File: src/rtl/adc_ctrl_pkg.sv
package adc_ctrl_pkg;

  // ****************************************************************
  // Register map
  // ****************************************************************
  localparam int unsigned ADDR_W = 3;
  localparam int unsigned DATA_W = 8;
  localparam logic [2:0] OFF_CONTROL_STATUS_A = 3'h0;
  localparam logic [2:0] OFF_CONTROL_STATUS_B = 3'h1;
  localparam logic [2:0] OFF_RESULT_LOW       = 3'h2;
  localparam logic [2:0] OFF_RESULT_HIGH      = 3'h3;
  localparam logic [2:0] OFF_RESULT_CONFIG    = 3'h4;

  // ****************************************************************
  // Field positions
  // ****************************************************************
  localparam int unsigned A_ENABLE_BIT     = 7;
  localparam int unsigned A_START_BIT      = 6;
  localparam int unsigned A_AUTO_BIT       = 5;
  localparam int unsigned A_FLAG_BIT       = 4;
  localparam int unsigned A_IRQ_EN_BIT     = 3;
  localparam int unsigned A_DIV_LSB        = 0;
  localparam int unsigned DIV_SEL_W        = 3;
  localparam int unsigned B_HIGH_SPEED_BIT = 7;
  localparam int unsigned B_TRIG_LSB       = 0;
  localparam int unsigned TRIG_SEL_W       = 4;
  localparam int unsigned CFG_LEFT_ADJ_BIT = 5;

  // ****************************************************************
  // Reset values and widths
  // ****************************************************************
  localparam logic [7:0] RST_CONTROL_STATUS_A = 8'h00;
  localparam logic [7:0] RST_CONTROL_STATUS_B = 8'h00;
  localparam logic [7:0] RST_RESULT_CONFIG    = 8'h00;
  localparam logic [9:0] RST_RESULT           = 10'h000;
  localparam int unsigned RESULT_W            = 10;
  localparam int unsigned DIV_CNT_W           = 7;
  localparam logic [6:0] RST_DIV_CNT          = 7'h00;

  // ****************************************************************
  // Trigger source codes
  // ****************************************************************
  localparam logic [3:0] TRIG_FREE_RUN   = 4'h0;
  localparam logic [3:0] TRIG_COMP0      = 4'h1;
  localparam logic [3:0] TRIG_EXT_INT0   = 4'h2;
  localparam logic [3:0] TRIG_T0_COMPARE = 4'h3;
  localparam logic [3:0] TRIG_T0_OVF     = 4'h4;
  localparam logic [3:0] TRIG_T1_CMP_B   = 4'h5;
  localparam logic [3:0] TRIG_T1_OVF     = 4'h6;
  localparam logic [3:0] TRIG_T1_CAPTURE = 4'h7;
  localparam logic [3:0] TRIG_STAGE0     = 4'h8;
  localparam logic [3:0] TRIG_STAGE2     = 4'ha;
  localparam logic [3:0] TRIG_COMP1      = 4'hb;
  localparam logic [3:0] TRIG_COMP2      = 4'hc;

  typedef enum logic [0:0] {
    ST_IDLE = 1'b0,
    ST_CONV = 1'b1
  } conv_st_t;

endpackage

File: src/rtl/converter_clock_divider.sv
`timescale 1ns/1ps
module converter_clock_divider
(
  input  wire logic                                ref_clk,
  input  wire logic                                reset_n,
  input  wire logic [adc_ctrl_pkg::DIV_SEL_W-1:0] div_sel,
  output logic                                     converter_clk
);
  import adc_ctrl_pkg::*;

  typedef struct packed {
    logic [DIV_CNT_W-1:0] cnt;
    logic                 clk;
  } div_state_t;

  div_state_t d_q;
  div_state_t d_d;
  logic [DIV_CNT_W-1:0] half;

  // ****************************************************************
  // Half period: codes 0 and 1 both give divide by 2
  // ****************************************************************
  always_comb
  begin
    if (div_sel < 3'h2)
    begin
      half = 7'h01;
    end
    else
    begin
      half = DIV_CNT_W'(7'h01 << (div_sel - 3'h1));
    end
    d_d = d_q;
    if (d_q.cnt >= half - 7'h01)
    begin
      d_d.cnt = RST_DIV_CNT;
      d_d.clk = ~d_q.clk;
    end
    else
    begin
      d_d.cnt = d_q.cnt + 7'h01;
    end
  end

  always_ff @(posedge ref_clk)
  begin
    if (!reset_n)
    begin
      d_q <= '0;
    end
    else
    begin
      d_q <= d_d;
    end
  end

  assign converter_clk = d_q.clk;
endmodule // converter_clock_divider

File: src/rtl/adc_trigger_and_result_control.sv
// The implementer's own choices: the register offsets and strobed register access.
`timescale 1ns/1ps
module adc_trigger_and_result_control
(
  input  wire logic                               ref_clk,
  input  wire logic                               reset_n,
  input  wire logic [adc_ctrl_pkg::ADDR_W-1:0]    reg_addr,
  input  wire logic [adc_ctrl_pkg::DATA_W-1:0]    reg_wdata,
  input  wire logic                               reg_wr,
  input  wire logic                               reg_rd,
  output logic      [adc_ctrl_pkg::DATA_W-1:0]    reg_rdata,
  input  wire logic                               irq_ack,
  input  wire logic                               amplified_channel,
  input  wire logic                               comp0_flag,
  input  wire logic                               ext_int0_flag,
  input  wire logic                               t0_compare_flag,
  input  wire logic                               t0_overflow_flag,
  input  wire logic                               t1_compare_b_flag,
  input  wire logic                               t1_overflow_flag,
  input  wire logic                               t1_capture_flag,
  input  wire logic                               comp1_flag,
  input  wire logic                               comp2_flag,
  input  wire logic                               stage0_async_event,
  input  wire logic                               stage2_async_event,
  input  wire logic                               conv_done,
  input  wire logic [adc_ctrl_pkg::RESULT_W-1:0]  conv_data,
  output logic                                    conv_start,
  output logic                                    converter_clk,
  output logic                                    high_speed_conversion,
  output logic                                    conversion_irq
);
  import adc_ctrl_pkg::*;

  typedef struct packed {
    logic                  enable;
    logic                  start;
    logic                  auto_trigger_enable;
    logic                  conversion_complete_flag;
    logic                  conversion_irq_enable;
    logic [DIV_SEL_W-1:0]  converter_clock_divider;
    logic                  high_speed;
    logic [TRIG_SEL_W-1:0] trigger_source_select;
    logic                  left_adjust_result;
    logic                  locked;
    logic [RESULT_W-1:0]   result;
    logic [15:0]           flags_prev;
    conv_st_t              st;
    logic                  start_pulse;
    logic                  irq;
    logic [DATA_W-1:0]     rdata;
  } ctrl_state_t;

  ctrl_state_t s_q;
  ctrl_state_t s_d;

  logic [15:0] src_flags;
  logic [15:0] src_rise;
  logic        code_valid;
  logic        trig;
  logic        done_evt;
  logic        wr_a;
  logic        wr_b;
  logic [7:0]  res_high;
  logic [7:0]  res_low;

  // ****************************************************************
  // Event sources indexed by trigger code
  // ****************************************************************
  assign src_flags = {3'h0, comp2_flag, comp1_flag, 1'b0, 1'b0, 1'b0,
                      t1_capture_flag, t1_overflow_flag, t1_compare_b_flag,
                      t0_overflow_flag, t0_compare_flag, ext_int0_flag,
                      comp0_flag, 1'b0};

  genvar gi;
  generate
    for (gi = 0; gi < 16; gi++)
    begin : g_edge
      assign src_rise[gi] = src_flags[gi] & ~s_q.flags_prev[gi];
    end
  endgenerate

  assign done_evt = (s_q.st == ST_CONV) && conv_done;
  assign wr_a     = reg_wr && (reg_addr == OFF_CONTROL_STATUS_A);
  assign wr_b     = reg_wr && (reg_addr == OFF_CONTROL_STATUS_B);

  // ****************************************************************
  // Trigger code check and selection
  // ****************************************************************
  always_comb
  begin
    if (amplified_channel)
    begin
      code_valid = (s_q.trigger_source_select == TRIG_FREE_RUN) ||
                   (s_q.trigger_source_select == TRIG_STAGE0) ||
                   (s_q.trigger_source_select == TRIG_STAGE2);
    end
    else
    begin
      code_valid = (s_q.trigger_source_select <= TRIG_STAGE0) ||
                   (s_q.trigger_source_select == TRIG_STAGE2) ||
                   (s_q.trigger_source_select == TRIG_COMP1) ||
                   (s_q.trigger_source_select == TRIG_COMP2);
    end
    trig = 1'b0;
    if (s_q.auto_trigger_enable && code_valid)
    begin
      case (s_q.trigger_source_select)
        TRIG_FREE_RUN: trig = done_evt;
        TRIG_STAGE0:   trig = stage0_async_event && (s_q.st == ST_IDLE);
        TRIG_STAGE2:   trig = stage2_async_event && (s_q.st == ST_IDLE);
        default:       trig = src_rise[s_q.trigger_source_select];
      endcase
    end
  end

  // ****************************************************************
  // Result view, alignment applied at read time
  // ****************************************************************
  always_comb
  begin
    if (s_q.left_adjust_result)
    begin
      res_high = s_q.result[9:2];
      res_low  = {s_q.result[1:0], 6'h00};
    end
    else
    begin
      res_high = {6'h00, s_q.result[9:8]};
      res_low  = s_q.result[7:0];
    end
  end

  // ****************************************************************
  // Next state
  // ****************************************************************
  always_comb
  begin
    s_d             = s_q;
    s_d.flags_prev  = src_flags;
    s_d.start_pulse = 1'b0;
    s_d.rdata       = 8'h00;

    if (wr_a)
    begin
      s_d.enable                  = reg_wdata[A_ENABLE_BIT];
      s_d.auto_trigger_enable     = reg_wdata[A_AUTO_BIT];
      s_d.conversion_irq_enable   = reg_wdata[A_IRQ_EN_BIT];
      s_d.converter_clock_divider = reg_wdata[A_DIV_LSB +: DIV_SEL_W];
      if (reg_wdata[A_FLAG_BIT])
      begin
        s_d.conversion_complete_flag = 1'b0;
      end
    end
    if (wr_b)
    begin
      s_d.high_speed            = reg_wdata[B_HIGH_SPEED_BIT];
      s_d.trigger_source_select = reg_wdata[B_TRIG_LSB +: TRIG_SEL_W];
    end
    if (reg_wr && (reg_addr == OFF_RESULT_CONFIG))
    begin
      s_d.left_adjust_result = reg_wdata[CFG_LEFT_ADJ_BIT];
    end
    if (irq_ack)
    begin
      s_d.conversion_complete_flag = 1'b0;
    end

    // Conversion sequencing
    case (s_q.st)
      ST_IDLE:
      begin
        if (s_q.start && s_q.enable)
        begin
          s_d.start_pulse = 1'b1;
          s_d.st          = ST_CONV;
        end
      end
      ST_CONV:
      begin
        if (conv_done)
        begin
          s_d.st    = ST_IDLE;
          s_d.start = 1'b0;
          if (!s_q.locked)
          begin
            s_d.result                   = conv_data;
            s_d.conversion_complete_flag = 1'b1;
          end
        end
      end
      default:
      begin
        s_d.st = ST_IDLE;
      end
    endcase

    // Start requests win over the completion clear
    if (wr_a && reg_wdata[A_START_BIT])
    begin
      s_d.start = 1'b1;
    end
    if (trig)
    begin
      s_d.start = 1'b1;
    end

    // Reads and result lock
    if (reg_rd)
    begin
      case (reg_addr)
        OFF_CONTROL_STATUS_A: s_d.rdata = {s_q.enable, s_q.start, s_q.auto_trigger_enable,
                                           s_q.conversion_complete_flag,
                                           s_q.conversion_irq_enable,
                                           s_q.converter_clock_divider};
        OFF_CONTROL_STATUS_B: s_d.rdata = {s_q.high_speed, 3'h0, s_q.trigger_source_select};
        OFF_RESULT_LOW:
        begin
          s_d.rdata  = res_low;
          s_d.locked = 1'b1;
        end
        OFF_RESULT_HIGH:
        begin
          s_d.rdata  = res_high;
          s_d.locked = 1'b0;
        end
        OFF_RESULT_CONFIG:    s_d.rdata = {2'h0, s_q.left_adjust_result, 5'h00};
        default:              s_d.rdata = 8'h00;
      endcase
    end

    s_d.irq = s_d.conversion_irq_enable && s_d.conversion_complete_flag;
  end

  always_ff @(posedge ref_clk)
  begin
    if (!reset_n)
    begin
      s_q <= '0;
    end
    else
    begin
      s_q <= s_d;
    end
  end

  // ****************************************************************
  // Converter clock
  // ****************************************************************
  converter_clock_divider u_div
  (
    .ref_clk       (ref_clk),
    .reset_n       (reset_n),
    .div_sel       (s_q.converter_clock_divider),
    .converter_clk (converter_clk)
  );

  assign reg_rdata             = s_q.rdata;
  assign conv_start            = s_q.start_pulse;
  assign high_speed_conversion = s_q.high_speed;
  assign conversion_irq        = s_q.irq;
endmodule // adc_trigger_and_result_control

File: config.mk
export PLATFORM = sky130hd
export DESIGN_NAME = adc_trigger_and_result_control
export DESIGN_NICKNAME = d
export VERILOG_FILES = /design/src/rtl/adc_ctrl_pkg.sv /design/src/rtl/converter_clock_divider.sv /design/src/rtl/adc_trigger_and_result_control.sv
export SDC_FILE = /design/constraint.sdc
export NUM_CORES = 1
export LEC_CHECK = 0
export BUFFER_PORTS_ARGS = -buffer_cell sky130_fd_sc_hd__buf_4
export CAP_MARGIN = 15
export CELL_PAD_IN_SITES_DETAIL_PLACEMENT = 1
export CELL_PAD_IN_SITES_GLOBAL_PLACEMENT = 1
export CORE_UTILIZATION = 40
export CTS_CLUSTER_SIZE = 30
export DETAILED_ROUTE_END_ITERATION = 7
export PLACE_DENSITY = 0.74
export RECOVER_POWER = 100
export SLEW_MARGIN = 30
export SYNTH_ARGS = -nofsm -noshare
export SYNTH_HDL_FRONTEND = slang
export SYNTH_SLANG_ARGS = --single-unit
File: constraint.sdc
create_clock -name ref_clk -period 3 [get_ports ref_clk]
set_input_delay 0.3 -clock ref_clk [delete_from_list [all_inputs] [get_ports ref_clk]]
set_output_delay 0.3 -clock ref_clk [all_outputs]
set_load 0.1 [all_outputs]
==> metrics, run 1 <==
Routed WL between 6000 and 7000 µm; Die Width around 80 µm; Clock transition at path regs ~0.09 ns; Worst-Skew Late Latency 0.31 ns; Worst Max-Slew Pin Slew 1.17 ns; Tmin final 2.50 ns; highest metal used met4; status completed; max-cap check violation count 0; synthesized instance count between 200 and 300; GRT Resource Usage Total approximately a fifth; mapped cell area around 2500 µm²; Max VDD drop 0.227 mV; clock skew 0.00804 ns; vias in the first global route 2104; remaining antenna violation count 0; Post-synth EDFFs 0; Final HPWL DP 4630 µm; Seq. cell area 1060 µm²; Routed met3 length 210 µm; Crit Path Max Fanout 9; met2 wire length 2980 µm; Slew Viols, Final 0; starting DRC count in detailed routing 65; Power Dens Cells 450 nW/µm²; most frequent cells in the layout dfxtp_1, nand2_1, buf_4, nor2_1, a21oi_1; # diodes 0; endpoints failing hold 0; fraction of layout cells with a size suffix above 1 between 10% and 20%; Initial Util 42.1%; total core area 6030 µm²; Rel. slew slack 22.4%; final setup TNS 0 ns; WL/cell 15.1 µm; Num CTS Buffers 5; Multi-input gate area 1250 µm²; leakage around 1.1 nW; R2R Setup Slk 0.50 ns; Placer Congestion 0.767; die area 6670 µm²; crit path DAT 2.76 ns; Sink Count 53; post-synth cell types 51; # IOs 51; CTS tree built; average cell area after synthesis 8.51 µm²; area growth from synthesis to final layout 12.8%; H-tree levels 2; Syn Nets about 350; placed cells 397; number of core rows 28; Main synth FF type dfxtp_1; DRC viols 0; Seq cells post-synth 53; Pre-antenna DRT Iters 5; asr flop ratio synth 0%; Setup Buffers After CTS 0; grt total ovfl 0; first-pass GRT wire length 10100 µm; commonest non-fill, non-tap cell in the layout dfxtp_1; startpoint types flop; initial antenna violation count 0; Yosys Warn Count 0; Post-CTS Hold Buffers 0; largest net degree at the start of global routing 29; maximum buffer depth of the clock tree 2; final period utilization between 80% and 90%; DR vias 2153; critical path class reg -> reg; Final setup viols 0; final std cells w/o fill 405; Final #Nets 377; Port Buf Inserts 50; vias per cell roughly 5.3; Filler cells around 740; Metal-1 WL ~2800 µm; FMAX approximately 400 MHz; die extent in y 81.6 µm; Hold Crit Class in -> reg; post-synthesis sequential area ratio 41.8%; root buffer cell clkbuf_8; CP endpoint kind flop; CP Data Required Time 3.25 ns; post-cts resize count 0; RSZ-0062 raised after global routing no
stage by stage:
stage / area [µm²] / setup WS [ns] / total power [mW] / util (%) / hold slack (ns)
floorplan: 2540 / 0.759 / 0.847 / - / 0.401
global placement: 2850 / 0.699 / 0.907 / 47.2 / 0.445
detailed placement: 2850 / 0.554 / 0.911 / 47.2 / 0.454
CTS: 2930 / 0.522 / 1.31 / 48.7 / 0.158
global route: 2860 / 0.315 / 1.35 / 47.5 / 0.152
finish: 2860 / 0.496 / 1.29 / 47.5 / 0.171
final cells by class:
class	count	area share, %
Clock inverter	3	0.612
Timing Repair Buffer	50	11.4
Sequential cell	53	37.1
Inverter	12	1.57
Tap cell	75	3.28
Clock buffer	5	2.40
Multi-Input combinational cell	207	43.7
worst paths after layout:
path	from	to	cells after the start
worst min-delay path	conv_done	s_q[10]	2
worst max register to register	s_q[45]	u_div.d_q[4]	10
worst min register to register	s_q[28]	s_q[28]	2
worst max-delay path	s_q[45]	u_div.d_q[4]	10
cell families after synthesis:
kind of cell | synth area share, %
xor+xnor | 2.42
buf+inv | 8.09
compound gates | 15.2
simple gates | 22.8
fa+ha+maj | 4.44
flops | 41.8
mux | 5.23
critical path, cell delays in order (launching register included):
cell	delay, ns
dfxtp_1	0.39
or2_2	0.35
ha_1	0.26
nor4_1	0.23
a21oi_1	0.08
ha_1	0.30
a21oi_1	0.14
o21ai_0	0.10
a21oi_1	0.24
nand2_1	0.19
nor2_1	0.16
per-layer routing:
layer	global-route usage, %	up-vias
met2	34.0	39
met4	7.37	0
li1	-	1081
met1	26.0	1027
met3	4.00	6
met5	0	-
where the power goes:
group | switching (mW) | total [mW] | internal, mW
Clock | 0.239 | 0.400 | 0.162
Combinational | 0.0926 | 0.154 | 0.0617
Sequential | 0.0133 | 0.733 | 0.720
flip-flops by register name, summed over array words and instances (netlist names):
register               cells
s_q                       34
reg_rdata                  8
u_div.d_q                  7
conv_start                 1
conversion_irq             1
high_speed_conversion      1
u_div.converter_clk        1
synthesized netlist by cell type (2+ instances only):
| cell | number | area [µm²] |
|---|---|---|
| dfxtp_1 | 53 | 1060 |
| nand2_1 | 44 | 165 |
| nor2_1 | 33 | 124 |
| a21oi_1 | 25 | 125 |
| buf_4 | 11 | 82.6 |
| inv_1 | 11 | 41.3 |
| mux2i_1 | 11 | 110 |
| and2_1 | 9 | 56.3 |
| ha_1 | 9 | 113 |
| clkbuf_1 | 8 | 30.0 |
| o21ai_0 | 8 | 40.0 |
| nand3_1 | 6 | 30.0 |
| nor3_1 | 5 | 25.0 |
| and3_1 | 4 | 25.0 |
| buf_2 | 4 | 20.0 |
| xnor2_1 | 4 | 35.0 |
| a2111oi_0 | 3 | 26.3 |
| a221oi_1 | 3 | 26.3 |
| a31oi_1 | 3 | 18.8 |
| a32oi_1 | 3 | 26.3 |
| nor2b_1 | 3 | 18.8 |
| xor2_1 | 3 | 26.3 |
| a222oi_1 | 2 | 20.0 |
| a22oi_1 | 2 | 15.0 |
| buf_6 | 2 | 22.5 |
| mux2_2 | 2 | 22.5 |
| o22ai_1 | 2 | 12.5 |
| or2_2 | 2 | 12.5 |
No activity file was read; power rests on OpenSTA's default activity.
==> run 2: changes to the inputs <==
==> constraint.sdc (replaced) <==
create_clock -name ref_clk -period 2.6 [get_ports ref_clk]
set_input_delay 0.26 -clock ref_clk [delete_from_list [all_inputs] [get_ports ref_clk]]
set_output_delay 0.26 -clock ref_clk [all_outputs]
set_load 0.1 [all_outputs]
==> run 2 against run 1 <==
Effect of this change: sequential share of layout area down 0.52 points; first-iteration DRC count down 1.5%; clock power up 43%; clock skew up 0.0043 ns; combinational power up 16%; wire length down 0.21%; die area unchanged; maximum frequency up 6.5%; largest cell class unchanged.
==> metrics, run 2 (synthesis gave the netlist of run 1 again) <==
status completed (unchanged); most frequent cells in the layout dfxtp_1, nand2_1, buf_4, nor2_1, a21oi_1 (unchanged); Metal-1 WL 2940 µm (was 2830 µm); startpoint types flop (unchanged); placed cells 397 (unchanged); number of core rows 28 (unchanged); final period utilization 90.4% (was 83.5%); Clock transition at path regs 0.09 ns (about the same); RSZ-0062 raised after global routing no (unchanged); Biggest register s_q (unchanged); Worst Max-Slew Pin Slew 1.16 ns (was 1.17 ns); Final Power 1.60 mW (was 1.29 mW); root buffer cell clkbuf_8 (unchanged); Power Dens Cells 549 nW/µm² (was 450 nW/µm²); Worst-Skew Late Latency 0.32 ns (was 0.31 ns); Post-DP Area 2850 µm² (unchanged); WL/cell 15.1 µm (about the same); Hold Crit Class in -> reg (unchanged); final setup TNS 0 ns (unchanged); Slew Viols, Final 0 (unchanged); starting DRC count in detailed routing 64 (was 65); Final #Nets 377 (unchanged); vias in the first global route 2097 (was 2104); die area 6670 µm² (unchanged); vias per cell 5.26 (was 5.32); Routed met3 length 175 µm (was 210 µm); DR vias 2130 (was 2153); total core area 6030 µm² (unchanged); maximum buffer depth of the clock tree 2 (unchanged); leakage 1.10 nW (was 1.08 nW); Pre-antenna DRT Iters 4 (was 5); hold slack 0.131 ns (was 0.171 ns); met2 wire length 2900 µm (was 2980 µm); final std cells w/o fill 405 (unchanged); critical path class reg -> reg (unchanged); Die Width 81.6 µm (unchanged); Tmin final 2.35 ns (was 2.50 ns); Sink Count 53 (unchanged); Setup Buffers After CTS 0 (unchanged); fraction of layout cells with a size suffix above 1 17.0% (was 15.8%); Rel. slew slack 22.7% (was 22.4%); Placer Congestion 0.767 (unchanged); CP Data Required Time 2.85 ns (was 3.25 ns); Routed WL 6100 µm (was 6110 µm); Final setup viols 0 (unchanged); endpoints failing hold 0 (unchanged); grt total ovfl 0 (unchanged); highest metal used met4 (unchanged); remaining antenna violation count 0 (unchanged); Crit Path Max Fanout 9 (unchanged); first-pass GRT wire length 10100 µm (about the same); CP endpoint kind flop (unchanged); Final HPWL DP 4650 µm (was 4630 µm); area growth from synthesis to final layout 14.5% (was 12.8%); crit path DAT 2.60 ns (was 2.76 ns); max-cap check violation count 0 (unchanged); Largest register FFs 34 (unchanged); commonest non-fill, non-tap cell in the layout dfxtp_1 (unchanged); Max VDD drop 0.257 mV (was 0.227 mV); Initial Util 42.1% (unchanged); FMAX 425 MHz (was 399 MHz); Port Buf Inserts 50 (unchanged); largest net degree at the start of global routing 29 (unchanged); Post-CTS Hold Buffers 0 (unchanged); clock skew 0.0123 ns (was 0.00804 ns); Num CTS Buffers 5 (unchanged); DRC viols 0 (unchanged); GRT Resource Usage Total 20.1% (was 20.4%); CTS tree built (unchanged); H-tree levels 2 (unchanged); # diodes 0 (unchanged); die extent in y 81.6 µm (unchanged); final instance area 2910 µm² (was 2860 µm²); # IOs 51 (unchanged); initial antenna violation count 0 (unchanged); Filler cells 764 (was 744)
## run 2: critical path, stage by stage, from the launching register on
cell	delay, ns
dfxtp_1	0.39
or2_2	0.35
ha_1	0.25
nor4_1	0.20
a21oi_1	0.08
ha_1	0.30
a21oi_1	0.14
o21ai_0	0.12
a21oi_2	0.17
nand2_1	0.16
nor2_1	0.13
## run 2: repair_timing
action / CTS / global route
endpoints found under the hold margin: 0 / 0
endpoints found under the setup margin: 0 / 7
gates resized for setup: 0 / 2
## run 2: area by class of cell
| class | instances | area, µm² | area share (%) |
|---|---|---|---|
| clock buffers | 5 | 68.8 | 2.37 |
| inverters | 12 | 45.0 | 1.55 |
| flip-flops and latches | 53 | 1060 | 36.5 |
| repair buffers | 50 | 327 | 11.2 |
| well taps | 75 | 93.8 | 3.23 |
| clock inverters | 3 | 46.3 | 1.59 |
| multi-input cells | 207 | 1260 | 43.5 |
## run 2: metal layers
metal  vias up  global-route usage [%]
li1       1071                       -
met1      1023                    26.2
met4         0                    6.84
met5         -                       0
met3         6                    4.00
met2        30                    33.1
## run 2: power by group
group	switching [mW]	leakage [nW]	internal, mW
logic	0.107	0.612	0.0725
clock network	0.283	0.0543	0.288
registers	0.0153	0.431	0.830
## run 2: path summary, 6_finish.rpt
kind | depth (start not counted) | slack (ns) | startpoint | to
worst max register to register | 10 | 0.25 | s_q[45] | u_div.d_q[6]
worst max-delay path | 10 | 0.25 | s_q[45] | u_div.d_q[6]
worst min register to register | 2 | 0.46 | s_q[36] | s_q[36]
worst min-delay path | 2 | 0.13 | conv_done | s_q[10]
## run 2: stage by stage
step | setup WS (ns) | util (%)
floorplan | 0.359 | -
global placement | 0.299 | 47.2
detailed placement | 0.190 | 47.2
CTS | 0.172 | 49.1
global route | 0.0200 | 48.2
finish | 0.248 | 48.2
